File: src/verilog/ofr_pkg.sv
// Constants, register map and state codes for the output fault restart supervisor
package ofr_pkg;
  // Clock and the 1 ms timebase
  localparam int CLK_NS       = 20;
  localparam int TICK_NS      = 1000000;
  localparam int TICK_CYC     = TICK_NS / CLK_NS;
  // Times in their own units, then in 1 ms ticks
  localparam int GRACE_S      = 20;
  localparam int GRACE_MS     = GRACE_S * 1000;
  localparam int OV_DLY_S     = 1;
  localparam int OV_DLY_MS    = OV_DLY_S * 1000;
  localparam int OV_WIN_MIN   = 1;
  localparam int OV_WIN_MS    = OV_WIN_MIN * 60000;
  localparam int AC_DLY_S     = 10;
  localparam int AC_DLY_MS    = AC_DLY_S * 1000;
  localparam int PGW_LEAD_MS  = 3;
  localparam int AUX_LEAD_MS  = 450;
  localparam int BLINK_BIT    = 8;
  localparam logic [1:0] OV_MAX = 2'h3;
  // Analog thresholds as delivered by the converters
  localparam logic [11:0] VPROG_MIN_MV = 12'h064;
  localparam logic [11:0] VPROG_MAX_MV = 12'hbb8;
  localparam logic [15:0] VOUT_DEF_MV  = 16'hcb20;
  localparam logic [15:0] VLIM_MV      = 16'h2710;
  localparam logic [8:0]  VIN_LOW_V    = 9'h050;
  // Register byte offsets
  localparam logic [7:0] REG_CTRL  = 8'h00;
  localparam logic [7:0] REG_VSET  = 8'h04;
  localparam logic [7:0] REG_STAT  = 8'h08;
  localparam logic [7:0] REG_ALARM = 8'h0c;
  localparam logic [7:0] REG_STAT2 = 8'h10;
  // Control fields and reset value
  localparam int CTRL_OP_ON    = 0;
  localparam int CTRL_OC_LATCH = 1;
  localparam int CTRL_OT_LATCH = 2;
  localparam logic [2:0] CTRL_RST = 3'h1;
  // Alarm bit positions
  localparam int AL_OV = 0;
  localparam int AL_OC = 1;
  localparam int AL_OT = 2;
  localparam int AL_IL = 3;
  // Setpoint source codes
  localparam logic [1:0] SRC_DEF = 2'h0;
  localparam logic [1:0] SRC_PIN = 2'h1;
  localparam logic [1:0] SRC_FW  = 2'h2;
  typedef enum logic [2:0] {
    ST_ACWAIT = 3'b000,
    ST_OFF    = 3'b001,
    ST_ON     = 3'b010,
    ST_RETRY  = 3'b011,
    ST_LATCH  = 3'b100,
    ST_PGW    = 3'b101
  } ofr_state_t;
endpackage

File: src/verilog/ofr_supervisor.sv
// Output fault restart supervisor: setpoint arbitration, restart and indication logic
// How it works
// - Pin level in range sets the setpoint
// - Open or high pin gives default voltage
// - Firmware setpoint locks out pin until repower
// - Overcurrent ignored for grace after power-up
// - Limit above threshold blinks output indicator
// - Limit below threshold with auto-retry hiccups
// - Latched shutdown keeps output indicator dark
// - Overcurrent and overtemperature auto-restart by default
// - Overvoltage retries thrice, one second apart, latches
// - Few shutdowns in window clear counter
// - Latch setting keeps unit off after fault
// - Pin cycle, operation cycle, reconfig restart
// - Restart clears alarms, sets restart flag
// - Wait restart delay after input returns
// - Warning leads main output loss by margin
// - Standby output leads main output start
// - Input indicator blinks at low line
// - Reversed interlock shuts output promptly
//
// Design decisions made here: the address map and the APB interface to the registers.
`timescale 1ns/1ps
module ofr_supervisor #(
  parameter int TICK_CYC = ofr_pkg::TICK_CYC
) (
  // Clock and reset
  input  wire  logic        sys_clk,
  input  wire  logic        rst,
  // APB slave
  input  wire  logic [7:0]  paddr,
  input  wire  logic        psel,
  input  wire  logic        penable,
  input  wire  logic        pwrite,
  input  wire  logic [31:0] pwdata,
  output logic [31:0]       prdata,
  output logic              pready,
  output logic              pslverr,
  // Control pins from the system
  input  wire  logic        onoff_n_pin,
  input  wire  logic        interlock_pin,
  // Power stage sensing
  input  wire  logic        ac_ok,
  input  wire  logic [8:0]  vin_v,
  input  wire  logic [15:0] vout_mv,
  input  wire  logic [11:0] vprog_mv,
  input  wire  logic        in_limit,
  input  wire  logic        ov_trip,
  input  wire  logic        oc_trip,
  input  wire  logic        ot_trip,
  // Power stage control and indication
  output logic              main_en,
  output logic [15:0]       vout_set_mv,
  output logic [1:0]        vout_src,
  output logic              standby_aux_output,
  output logic              output_good_warning,
  output logic              led_out,
  output logic              led_in
);

  ofr_pkg::ofr_state_t st_q, st_d;
  logic [31:0] div_q;
  logic        tick_q;
  logic [15:0] ms_q, tmr_q, aux_age_q, grace_q, win_q;
  logic [1:0]  ov_cnt_q;
  logic [2:0]  sync_q [2];
  logic        pin_on_q, il_ok_q;
  logic [2:0]  ctrl_q;
  logic [15:0] vset_q;
  logic        fw_ctrl_q, restart_pend_q, restart_ok_q, off_seen_q;
  logic [3:0]  alarm_q;

  // Pin synchronisers; a level is taken only when stages two and three agree
  wire [1:0] pin_raw = {interlock_pin, ~onoff_n_pin};
  for (genvar i = 0; i < 2; i++) begin : g_sync
    always_ff @(posedge sys_clk) begin
      if (rst) begin
        sync_q[i] <= 3'h0;
      end else begin
        sync_q[i] <= {sync_q[i][1:0], pin_raw[i]};
      end
    end
  end

  always_ff @(posedge sys_clk) begin
    if (rst) begin
      pin_on_q <= 1'b0;
      il_ok_q  <= 1'b0;
    end else begin
      if (sync_q[0][2] == sync_q[0][1]) pin_on_q <= sync_q[0][2];
      if (sync_q[1][2] == sync_q[1][1]) il_ok_q  <= sync_q[1][2];
    end
  end

  // APB decode; answer comes one cycle after setup so outputs stay registered
  wire setup   = psel & ~penable;
  wire acc     = psel & penable & pready;
  wire wr      = acc & pwrite;
  wire hit_ctl = (paddr == ofr_pkg::REG_CTRL);
  wire hit_vs  = (paddr == ofr_pkg::REG_VSET);
  wire hit_st  = (paddr == ofr_pkg::REG_STAT);
  wire hit_al  = (paddr == ofr_pkg::REG_ALARM);
  wire hit_s2  = (paddr == ofr_pkg::REG_STAT2);
  wire mapped  = hit_ctl | hit_vs | hit_st | hit_al | hit_s2;
  wire wr_ctl  = wr & hit_ctl;
  wire [31:0] rd_mux =
      hit_ctl ? {29'h0, ctrl_q} :
      hit_vs  ? {16'h0, vset_q} :
      hit_st  ? {24'h0, fw_ctrl_q, grace_q != 16'h0, ov_cnt_q, 1'b0, st_q} :
      hit_al  ? {28'h0, alarm_q} :
      hit_s2  ? {31'h0, restart_ok_q} : 32'h0;

  always_ff @(posedge sys_clk) begin
    if (rst) begin
      pready  <= 1'b0;
      pslverr <= 1'b0;
      prdata  <= 32'h0;
    end else begin
      pready  <= setup;
      pslverr <= setup & ~mapped;
      if (setup) prdata <= rd_mux;
    end
  end

  // 1 ms timebase; all long waits count these ticks
  always_ff @(posedge sys_clk) begin
    if (rst) begin
      div_q  <= 32'h0;
      tick_q <= 1'b0;
    end else begin
      tick_q <= (div_q == 32'(TICK_CYC - 1));
      div_q  <= (div_q == 32'(TICK_CYC - 1)) ? 32'h0 : div_q + 32'h1;
    end
  end

  // Fault and enable terms seen by the state machine
  wire enable    = pin_on_q & ctrl_q[ofr_pkg::CTRL_OP_ON] & il_ok_q;
  wire above_lim = (vout_mv > ofr_pkg::VLIM_MV);
  wire grace     = (grace_q != 16'h0);
  wire oc_fault  = oc_trip & ~grace;
  wire lim_low   = in_limit & ~above_lim & ~grace;
  wire oc_latch  = ctrl_q[ofr_pkg::CTRL_OC_LATCH];
  wire ot_latch  = ctrl_q[ofr_pkg::CTRL_OT_LATCH];
  wire ov_latch  = (ov_cnt_q == ofr_pkg::OV_MAX);
  wire tmr_ov    = (tmr_q > 16'(ofr_pkg::OV_DLY_MS)); // First tick may be partial
  // Reconfiguring any latch bit back to restart counts as a restart
  wire cfg_rst   = wr_ctl & ((oc_latch & ~pwdata[ofr_pkg::CTRL_OC_LATCH]) |
                             (ot_latch & ~pwdata[ofr_pkg::CTRL_OT_LATCH]));
  wire ov_event  = (st_q == ofr_pkg::ST_ON) & ac_ok & il_ok_q & enable & ov_trip;

  // Next-state selection; input loss outranks every fault
  always_comb begin
    st_d = st_q;
    unique case (st_q)
      ofr_pkg::ST_ACWAIT: begin
        if (ac_ok && tmr_q > 16'(ofr_pkg::AC_DLY_MS) &&
            aux_age_q >= 16'(ofr_pkg::AUX_LEAD_MS)) st_d = ofr_pkg::ST_OFF;
      end
      ofr_pkg::ST_OFF: begin
        if (enable) st_d = ofr_pkg::ST_ON;
      end
      ofr_pkg::ST_ON: begin
        if (!enable) begin
          st_d = ofr_pkg::ST_OFF;
        end else if (ov_trip) begin
          st_d = ov_latch ? ofr_pkg::ST_LATCH : ofr_pkg::ST_RETRY;
        end else if ((ot_trip && ot_latch) || ((oc_fault || lim_low) && oc_latch)) begin
          st_d = ofr_pkg::ST_LATCH;
        end else if (ot_trip || oc_fault || lim_low) begin
          st_d = ofr_pkg::ST_RETRY;
        end
      end
      ofr_pkg::ST_RETRY: begin
        if (!enable) st_d = ofr_pkg::ST_OFF;
        else if (tmr_ov) st_d = ofr_pkg::ST_ON;
      end
      ofr_pkg::ST_LATCH: begin
        if (cfg_rst || (off_seen_q && enable)) st_d = ofr_pkg::ST_OFF;
      end
      ofr_pkg::ST_PGW: begin
        if (tmr_q > 16'(ofr_pkg::PGW_LEAD_MS)) st_d = ofr_pkg::ST_ACWAIT;
      end
      default: st_d = ofr_pkg::ST_ACWAIT;
    endcase
    if (!ac_ok && st_q == ofr_pkg::ST_ON) st_d = ofr_pkg::ST_PGW;
    else if (!ac_ok && st_q != ofr_pkg::ST_PGW) st_d = ofr_pkg::ST_ACWAIT;
  end

  // State register and per-state tick timer; input absence holds the timer at zero in ST_ACWAIT only
  always_ff @(posedge sys_clk) begin
    if (rst) begin
      st_q  <= ofr_pkg::ST_ACWAIT;
      tmr_q <= 16'h0;
    end else begin
      st_q <= st_d;
      if (st_d != st_q || (st_q == ofr_pkg::ST_ACWAIT && !ac_ok)) tmr_q <= 16'h0;
      else if (tick_q && tmr_q != 16'hffff) tmr_q <= tmr_q + 16'h1;
    end
  end

  // Aux age, free ms counter and startup grace
  always_ff @(posedge sys_clk) begin
    if (rst) begin
      aux_age_q <= 16'h0;
      ms_q      <= 16'h0;
      grace_q   <= 16'h0;
    end else begin
      if (tick_q) ms_q <= ms_q + 16'h1;
      if (!ac_ok) aux_age_q <= 16'h0;
      else if (tick_q && aux_age_q < 16'(ofr_pkg::AUX_LEAD_MS)) aux_age_q <= aux_age_q + 16'h1;
      if (st_q == ofr_pkg::ST_ACWAIT) grace_q <= 16'(ofr_pkg::GRACE_MS);
      else if (tick_q && grace) grace_q <= grace_q - 16'h1;
    end
  end

  // Overvoltage shutdown count inside a one-minute window
  // reset clears history
  always_ff @(posedge sys_clk) begin
    if (rst) begin
      ov_cnt_q <= 2'h0;
      win_q    <= 16'h0;
    end else if (ov_event && !ov_latch) begin
      ov_cnt_q <= ov_cnt_q + 2'h1;
    end else if (tick_q && ov_cnt_q != 2'h0) begin
      if (win_q == 16'(ofr_pkg::OV_WIN_MS - 1)) begin
        ov_cnt_q <= 2'h0;
        win_q    <= 16'h0;
      end else begin
        win_q <= win_q + 16'h1;
      end
    end
  end

  // Software registers; hardware sets win over software clears
  wire restart_done = restart_pend_q & (st_q != ofr_pkg::ST_ON) & (st_d == ofr_pkg::ST_ON);
  wire [3:0] al_set = {(st_q == ofr_pkg::ST_ON) & ~il_ok_q, ot_trip, oc_fault, ov_trip};
  always_ff @(posedge sys_clk) begin
    if (rst) begin
      ctrl_q       <= ofr_pkg::CTRL_RST;
      vset_q       <= ofr_pkg::VOUT_DEF_MV;
      fw_ctrl_q    <= 1'b0;
      alarm_q      <= 4'h0;
      restart_ok_q <= 1'b0;
    end else begin
      if (wr_ctl) ctrl_q <= pwdata[2:0];
      if (wr && hit_vs) begin
        vset_q    <= pwdata[15:0];
        fw_ctrl_q <= 1'b1;
      end
      if (restart_done) alarm_q <= al_set;
      else alarm_q <= (alarm_q & ~((wr && hit_al) ? pwdata[3:0] : 4'h0)) | al_set;
      if (restart_done) restart_ok_q <= 1'b1;
      else if (wr && hit_s2 && pwdata[0]) restart_ok_q <= 1'b0;
    end
  end

  // Restart bookkeeping: an off must be seen inside latch before an on restarts
  always_ff @(posedge sys_clk) begin
    if (rst) begin
      off_seen_q     <= 1'b0;
      restart_pend_q <= 1'b0;
    end else begin
      if (st_q != ofr_pkg::ST_LATCH) off_seen_q <= 1'b0;
      else if (!enable) off_seen_q <= 1'b1;
      if (st_q == ofr_pkg::ST_LATCH && st_d == ofr_pkg::ST_OFF) restart_pend_q <= 1'b1;
      else if (restart_done || st_q == ofr_pkg::ST_ACWAIT) restart_pend_q <= 1'b0;
    end
  end

  // Setpoint arbitration
  wire vprog_ok = (vprog_mv >= ofr_pkg::VPROG_MIN_MV) && (vprog_mv <= ofr_pkg::VPROG_MAX_MV);
  wire [1:0] src_d = fw_ctrl_q ? ofr_pkg::SRC_FW :
                     vprog_ok  ? ofr_pkg::SRC_PIN : ofr_pkg::SRC_DEF;
  wire blink = ms_q[ofr_pkg::BLINK_BIT];

  // Registered outputs toward the power stage and front panel
  always_ff @(posedge sys_clk) begin
    if (rst) begin
      vout_src            <= ofr_pkg::SRC_DEF;
      vout_set_mv         <= ofr_pkg::VOUT_DEF_MV;
      main_en             <= 1'b0;
      standby_aux_output  <= 1'b0;
      output_good_warning <= 1'b0;
      led_out             <= 1'b0;
      led_in              <= 1'b0;
    end else begin
      vout_src    <= src_d;
      vout_set_mv <= fw_ctrl_q ? vset_q :
                     vprog_ok  ? {4'h0, vprog_mv} : ofr_pkg::VOUT_DEF_MV;
      main_en <= (st_d == ofr_pkg::ST_ON) || (st_d == ofr_pkg::ST_PGW);
      standby_aux_output  <= ac_ok;
      output_good_warning <= ~ac_ok;
      led_out <= (st_q == ofr_pkg::ST_ON) & ~(in_limit & above_lim & blink);
      led_in  <= (vin_v < ofr_pkg::VIN_LOW_V) ? blink : ac_ok;
    end
  end
endmodule

File: config.mk
export PLATFORM = sky130hd
export DESIGN_NAME = ofr_supervisor
export DESIGN_NICKNAME = d
export VERILOG_FILES = /design/src/verilog/ofr_pkg.sv /design/src/verilog/ofr_supervisor.sv
export SDC_FILE = /design/constraint.sdc
export NUM_CORES = 1
export LEC_CHECK = 0
export ABC_CLOCK_PERIOD_IN_PS = 2800
export BUFFER_PORTS_ARGS = -buffer_cell sky130_fd_sc_hd__clkbuf_2
export CORE_AREA = 2 2 131 133
export CTS_BUF_LIST = sky130_fd_sc_hd__clkbuf_16
export DETAILED_ROUTE_END_ITERATION = 8
export DIE_AREA = 0 0 133 135
export GPL_TIMING_DRIVEN = 1
export PLACE_DENSITY = 0.85
export SYNTH_ARGS = -nofsm -noshare
export SYNTH_HDL_FRONTEND = slang
export SYNTH_SLANG_ARGS = --single-unit
export TNS_END_PERCENT = 100
File: constraint.sdc
create_clock -name sys_clk -period 2.8 [get_ports sys_clk]
set_clock_uncertainty 0.2 [all_clocks]
set_input_delay 0.28 -clock sys_clk [delete_from_list [all_inputs] [get_ports sys_clk]]
set_output_delay 0.28 -clock sys_clk [all_outputs]
set_load 0.005 [all_outputs]
==> results <==
- The run finished, with violations left.
- The checks that failed: negative setup slack.
- The synthesized design devotes to its leading area cell type between 40 and 50% of total area.
- The tightest min-delay check is of the in -> reg type.
- The cell count after synthesis is about 960.
- The worst hold path was traced through 5 stages.
- During I/O placement, the number of pins put on the boundary was approximately 150.
- From bottom edge to top edge, the die measures about 140 um.
- Max-cap violations in this run came to 0.
- The global-route wire length before repair is ~32 mm.
- For this block, the initial DRC count from the detailed router was roughly 580.
- The remaining antenna violation count after routing is 0.
- Counting the buffers created by CTS gives 17.
- Detailed placement ended at an HPWL of 13.0 mm.
- For the final routed database, the setup TNS stands at -1.04 ns.
- The CTS tree is done.
- For the worst setup path, the data required time is 2.97 ns.
- Synthesis instantiated between 60 and 70 different standard cells from the library.
- Entering global routing, the biggest net connects 33 pins.
- The kind of critical path is reg -> reg.
- Timing would allow up to 346 MHz.
- Dividing the final minimum period by the clock period gives 103%.
- The post-route non-filler standard cell count is between 1,000 and 1,500.
- After layout, the worst setup slack is -0.0903 ns.
- At the pin with the least slew margin, the transition time is approximately 0.63 ns.
- The warning count from the yosys run is 0.
- Wire segments on met2 add up to approximately 9.2 mm in the final route.
- By area the synthesized netlist is led by sky130_fd_sc_hd__dfxtp_1 45%, sky130_fd_sc_hd__nor2_1 6.1%, sky130_fd_sc_hd__xor2_1 5.2%, sky130_fd_sc_hd__nand2_1 4.9%, sky130_fd_sc_hd__xnor2_1 3.7%.
- Counting flops and latches in the post-synthesis netlist gives ~190.
- The total instance count after detailed placement is around 1,300.
- In this run, synthesis inferred 0 flip-flops with an integrated enable.
- The register clock-pin slew on the reported worst setup and hold paths is 0.07 ns.
- The die is between 100 and 150 um wide.
- The clock net in this run drives a total of approximately 190 sinks.
- The worst setup path is captured at a register.
- Of the total power, combinational logic draws 5.3%.
- The highest routed metal layer is met4.
- The final hold violation count came to 0.
- The number of port buffers is around 110.
- The sequential share of power is between 40% and 50%.
- The insertion delay to the later sink of the worst-skew pair is about 0.44 ns.
- After layout, the minimum clock period comes to between 2 and 3 ns.
- The average instance in the mapped netlist occupies between 8 and 9 um^2.
- The cell sitting at the root of the clock tree is a sky130_fd_sc_hd__clkbuf_16.
- The detail-routed via count per cell is around 5.4.
- In this design, the stage delay of the slowest critical-path cell is around 0.55 ns.
- The peak supply drop is ~0.42 mV.
- The total net switching power is 0.00139 W.
- The depth of the worst register-to-register path is 8.
- The leakage component of the power is 4.06 nW.
- The relative slew slack is about 58%.
- The largest total area in the synthesized netlist belongs to sky130_fd_sc_hd__dfxtp_1.
- The congestion estimate from routability-driven global placement came to 0.836.
- The capturing point of the worst reg2reg path is tmr_q[12].
- The final number of max-transition violations is 0.
- The met3 wire length is between 1 and 1.5 mm.
- The share of the Yosys chip area taken by registers is between 40% and 50%.
- The aggregate global-route resource usage is between 20 and 25%.
- The share of cells above drive strength 1 is 20.2%.
- The number of placement rows is 47.
- In the routed design, unresolved DRC markers number 0.
- The critical path goes through or4_4 -> nor4_4 -> a31oi_1 -> and2_4 -> a2111o_1 -> a21o_4 -> clkbuf_16 -> a21oi_2.
- The most frequent cell after synthesis is sky130_fd_sc_hd__dfxtp_1.
- By count the netlist is led by 187 x sky130_fd_sc_hd__dfxtp_1, 134 x sky130_fd_sc_hd__nor2_1, 107 x sky130_fd_sc_hd__nand2_1, 54 x sky130_fd_sc_hd__a21oi_1, 49 x sky130_fd_sc_hd__xor2_1.
- The H-tree level count is 4.
- In this run the worst path has a maximum fanout of 8.
- The length of the first detailed-routing pass in iterations is 5.
- The total of endpoints with negative setup slack in the final report is 16.
- Relative to the synthesized area, the layout overhead comes to 24.4%.
- The average wire per standard cell is approximately 15 um.
- No sink is reached through more buffers than the 2 on the longest clock path.
- After global routing the overflow that remains totals 0.
- For this run, the leading register cell type out of synthesis is sky130_fd_sc_hd__dfxtp_1.
- The wire length the detailed router placed on met1 is about 8.8 mm.
- The cell at the slowest stage of the critical path is sky130_fd_sc_hd__or4_4.
- The async set-or-reset flop fraction in the synthesized netlist is 0%.
- In the final design database the tool counted 1,226 nets.
- The mapped netlist covers ~8300 um^2.
- The routed layout has around 7,400 vias.
- The wire length after detailed routing is ~20 mm.
- The internal power of the cells totals 0.00407 W.
- After filler insertion, the fill cell instance count of the layout stands at 1,270.
- The core region is 16,400 um^2.
- The fraction of power spent switching nets is 25.5%.
- The total die area is between 15,000 and 20,000 um^2.
- The initial cell density of the core is between 50% and 60%.
- The hold path endpoint is led_in.
- The portion of total power attributed to the clock network is 45.3%.
- The via count of the first global-routing pass is just under 7,000.
- The startpoint identified for the worst hold timing path is vin_v[4].
- The areal power density over the cells is between 500 and 600 nW/um^2.
- The number of antenna diodes in the final layout is 0.
- At the worst endpoint, the arrival time is a little over 3 ns.
- The finished layout cell area is 10,300 um^2.
- The cell area reported after detailed placement is ~9200 um^2.
- In this run the critical register-to-register path is launched from grace_q[6].
- The worst setup path is launched from a register.
- The worst reg-to-reg setup slack is -0.09 ns.
- Setup repair after global routing could not meet its margin everywhere.
- The initial antenna violation count came to 0.
==> per-stage QoR <==
step / hold slack (ns) / utilization [%] / total power [W] / worst slack, ns
final: 0.0356 / 62.7 / 0.00546 / -0.0903
after floorplan: 0.147 / - / 0.00289 / 0.00192
after global routing: 0.0817 / 62.7 / 0.00564 / -0.194
after global placement: 0.229 / 56.0 / 0.00299 / -0.100
after CTS: 0.0316 / 62.1 / 0.00549 / -0.0676
after detailed placement: 0.220 / 56.0 / 0.00299 / -0.158
==> kinds of logic after synthesis <==
family | synth area share, %
AOI/OAI and AO/OA | 11.6
xor gates and xnor gates | 8.89
adders and majority gates | 1.66
buffers and inverters | 4.54
DFF | 45.2
muxes | 1.30
other | 0.0453
and+or+nand+nor | 26.7
==> layout by cell type, fill, tap and decap left out, types with 12 or more instances in the layout <==
cell / count
sky130_fd_sc_hd__dfxtp_1: 183
sky130_fd_sc_hd__nor2_1: 134
sky130_fd_sc_hd__clkbuf_2: 109
sky130_fd_sc_hd__nand2_1: 107
sky130_fd_sc_hd__xor2_1: 49
sky130_fd_sc_hd__a21oi_1: 48
sky130_fd_sc_hd__dlygate4sd3_1: 37
sky130_fd_sc_hd__buf_4: 36
sky130_fd_sc_hd__nand3_1: 35
sky130_fd_sc_hd__xnor2_1: 35
sky130_fd_sc_hd__inv_1: 22
sky130_fd_sc_hd__nand4_1: 22
sky130_fd_sc_hd__nor3_1: 21
sky130_fd_sc_hd__and3_1: 18
sky130_fd_sc_hd__o21ai_0: 18
sky130_fd_sc_hd__clkbuf_16: 18
sky130_fd_sc_hd__nor4_1: 16
sky130_fd_sc_hd__a21oi_2: 16
sky130_fd_sc_hd__conb_1: 16
sky130_fd_sc_hd__nand2b_1: 13
sky130_fd_sc_hd__and2_1: 13
sky130_fd_sc_hd__or3_1: 13
sky130_fd_sc_hd__a22oi_1: 12
==> timing repair <==
action / 4_1_cts / 5_1_grt
pin swaps: 0 / 3
endpoints found under the hold margin: 36 / 0
setup buffers: 0 / 2
gates resized for setup: 0 / 21
cloned: 0 / 1
hold buffers: 37 / 0
endpoints found under the setup margin: 17 / 33
==> final cells by class <==
cell class	count	area, um^2	area share, %
clock buffers	17	425	4.13
clock inverters	15	196	1.91
repair buffers	186	1270	12.4
multi-input cells	710	4280	41.6
inverters	24	90.1	0.875
well taps	220	275	2.68
flip-flops and latches	187	3750	36.4
==> sequential cells by signal, indices dropped and copies added (netlist names), 3 cells and up <==
| register | flops |
|---|---|
| st_q | 3 |
| ms_q | 9 |
| tmr_q | 16 |
| vout_set_mv | 16 |
| aux_age_q | 16 |
| prdata | 16 |
| alarm_q | 4 |
| sync_q | 6 |
| vset_q | 16 |
| div_q | 32 |
| grace_q | 16 |
| ctrl_q | 3 |
| win_q | 16 |
==> critical path, delay by kind of cell, from the launching register on <==
kind                   cells  cell delay, ns
DFF                        1            0.31
buffers and inverters      1            0.17
and+or+nand+nor            3            1.15
AOI/OAI and AO/OA          4            0.98
==> metal layers <==
layer,up-vias,GRT usage (%)
met2,287,36.9
met5,-,0
met4,0,9.50
met1,3423,26.4
li1,3632,-
met3,44,4.43
==> worst max path at each step <==
stage | startpoint | endpoint | slack, ns
6_report | grace_q[6] | tmr_q[12] | -0.09
5_1_grt | grace_q[0] | tmr_q[6] | -0.19
4_1_cts | grace_q[10] | tmr_q[4] | -0.07
3_5_place_dp | vout_mv[12] | restart_pend_q | -0.16
3_3_place_gp | vout_mv[12] | restart_pend_q | -0.10
2_1_floorplan | grace_q[6] | tmr_q[12] | 0.002
==> power by group through the flow <==
stage / clock network (W) / logic, W / registers [W]
3_3_place_gp: 0 / 0.000228 / 0.00276
2_1_floorplan: 0 / 0.000131 / 0.00276
5_1_grt: 0.00263 / 0.000313 / 0.00270
3_5_place_dp: 0 / 0.000231 / 0.00276
4_1_cts: 0.00252 / 0.000273 / 0.00270
6_report: 0.00248 / 0.000288 / 0.00270
No activity file was read; power rests on OpenSTA's default activity.
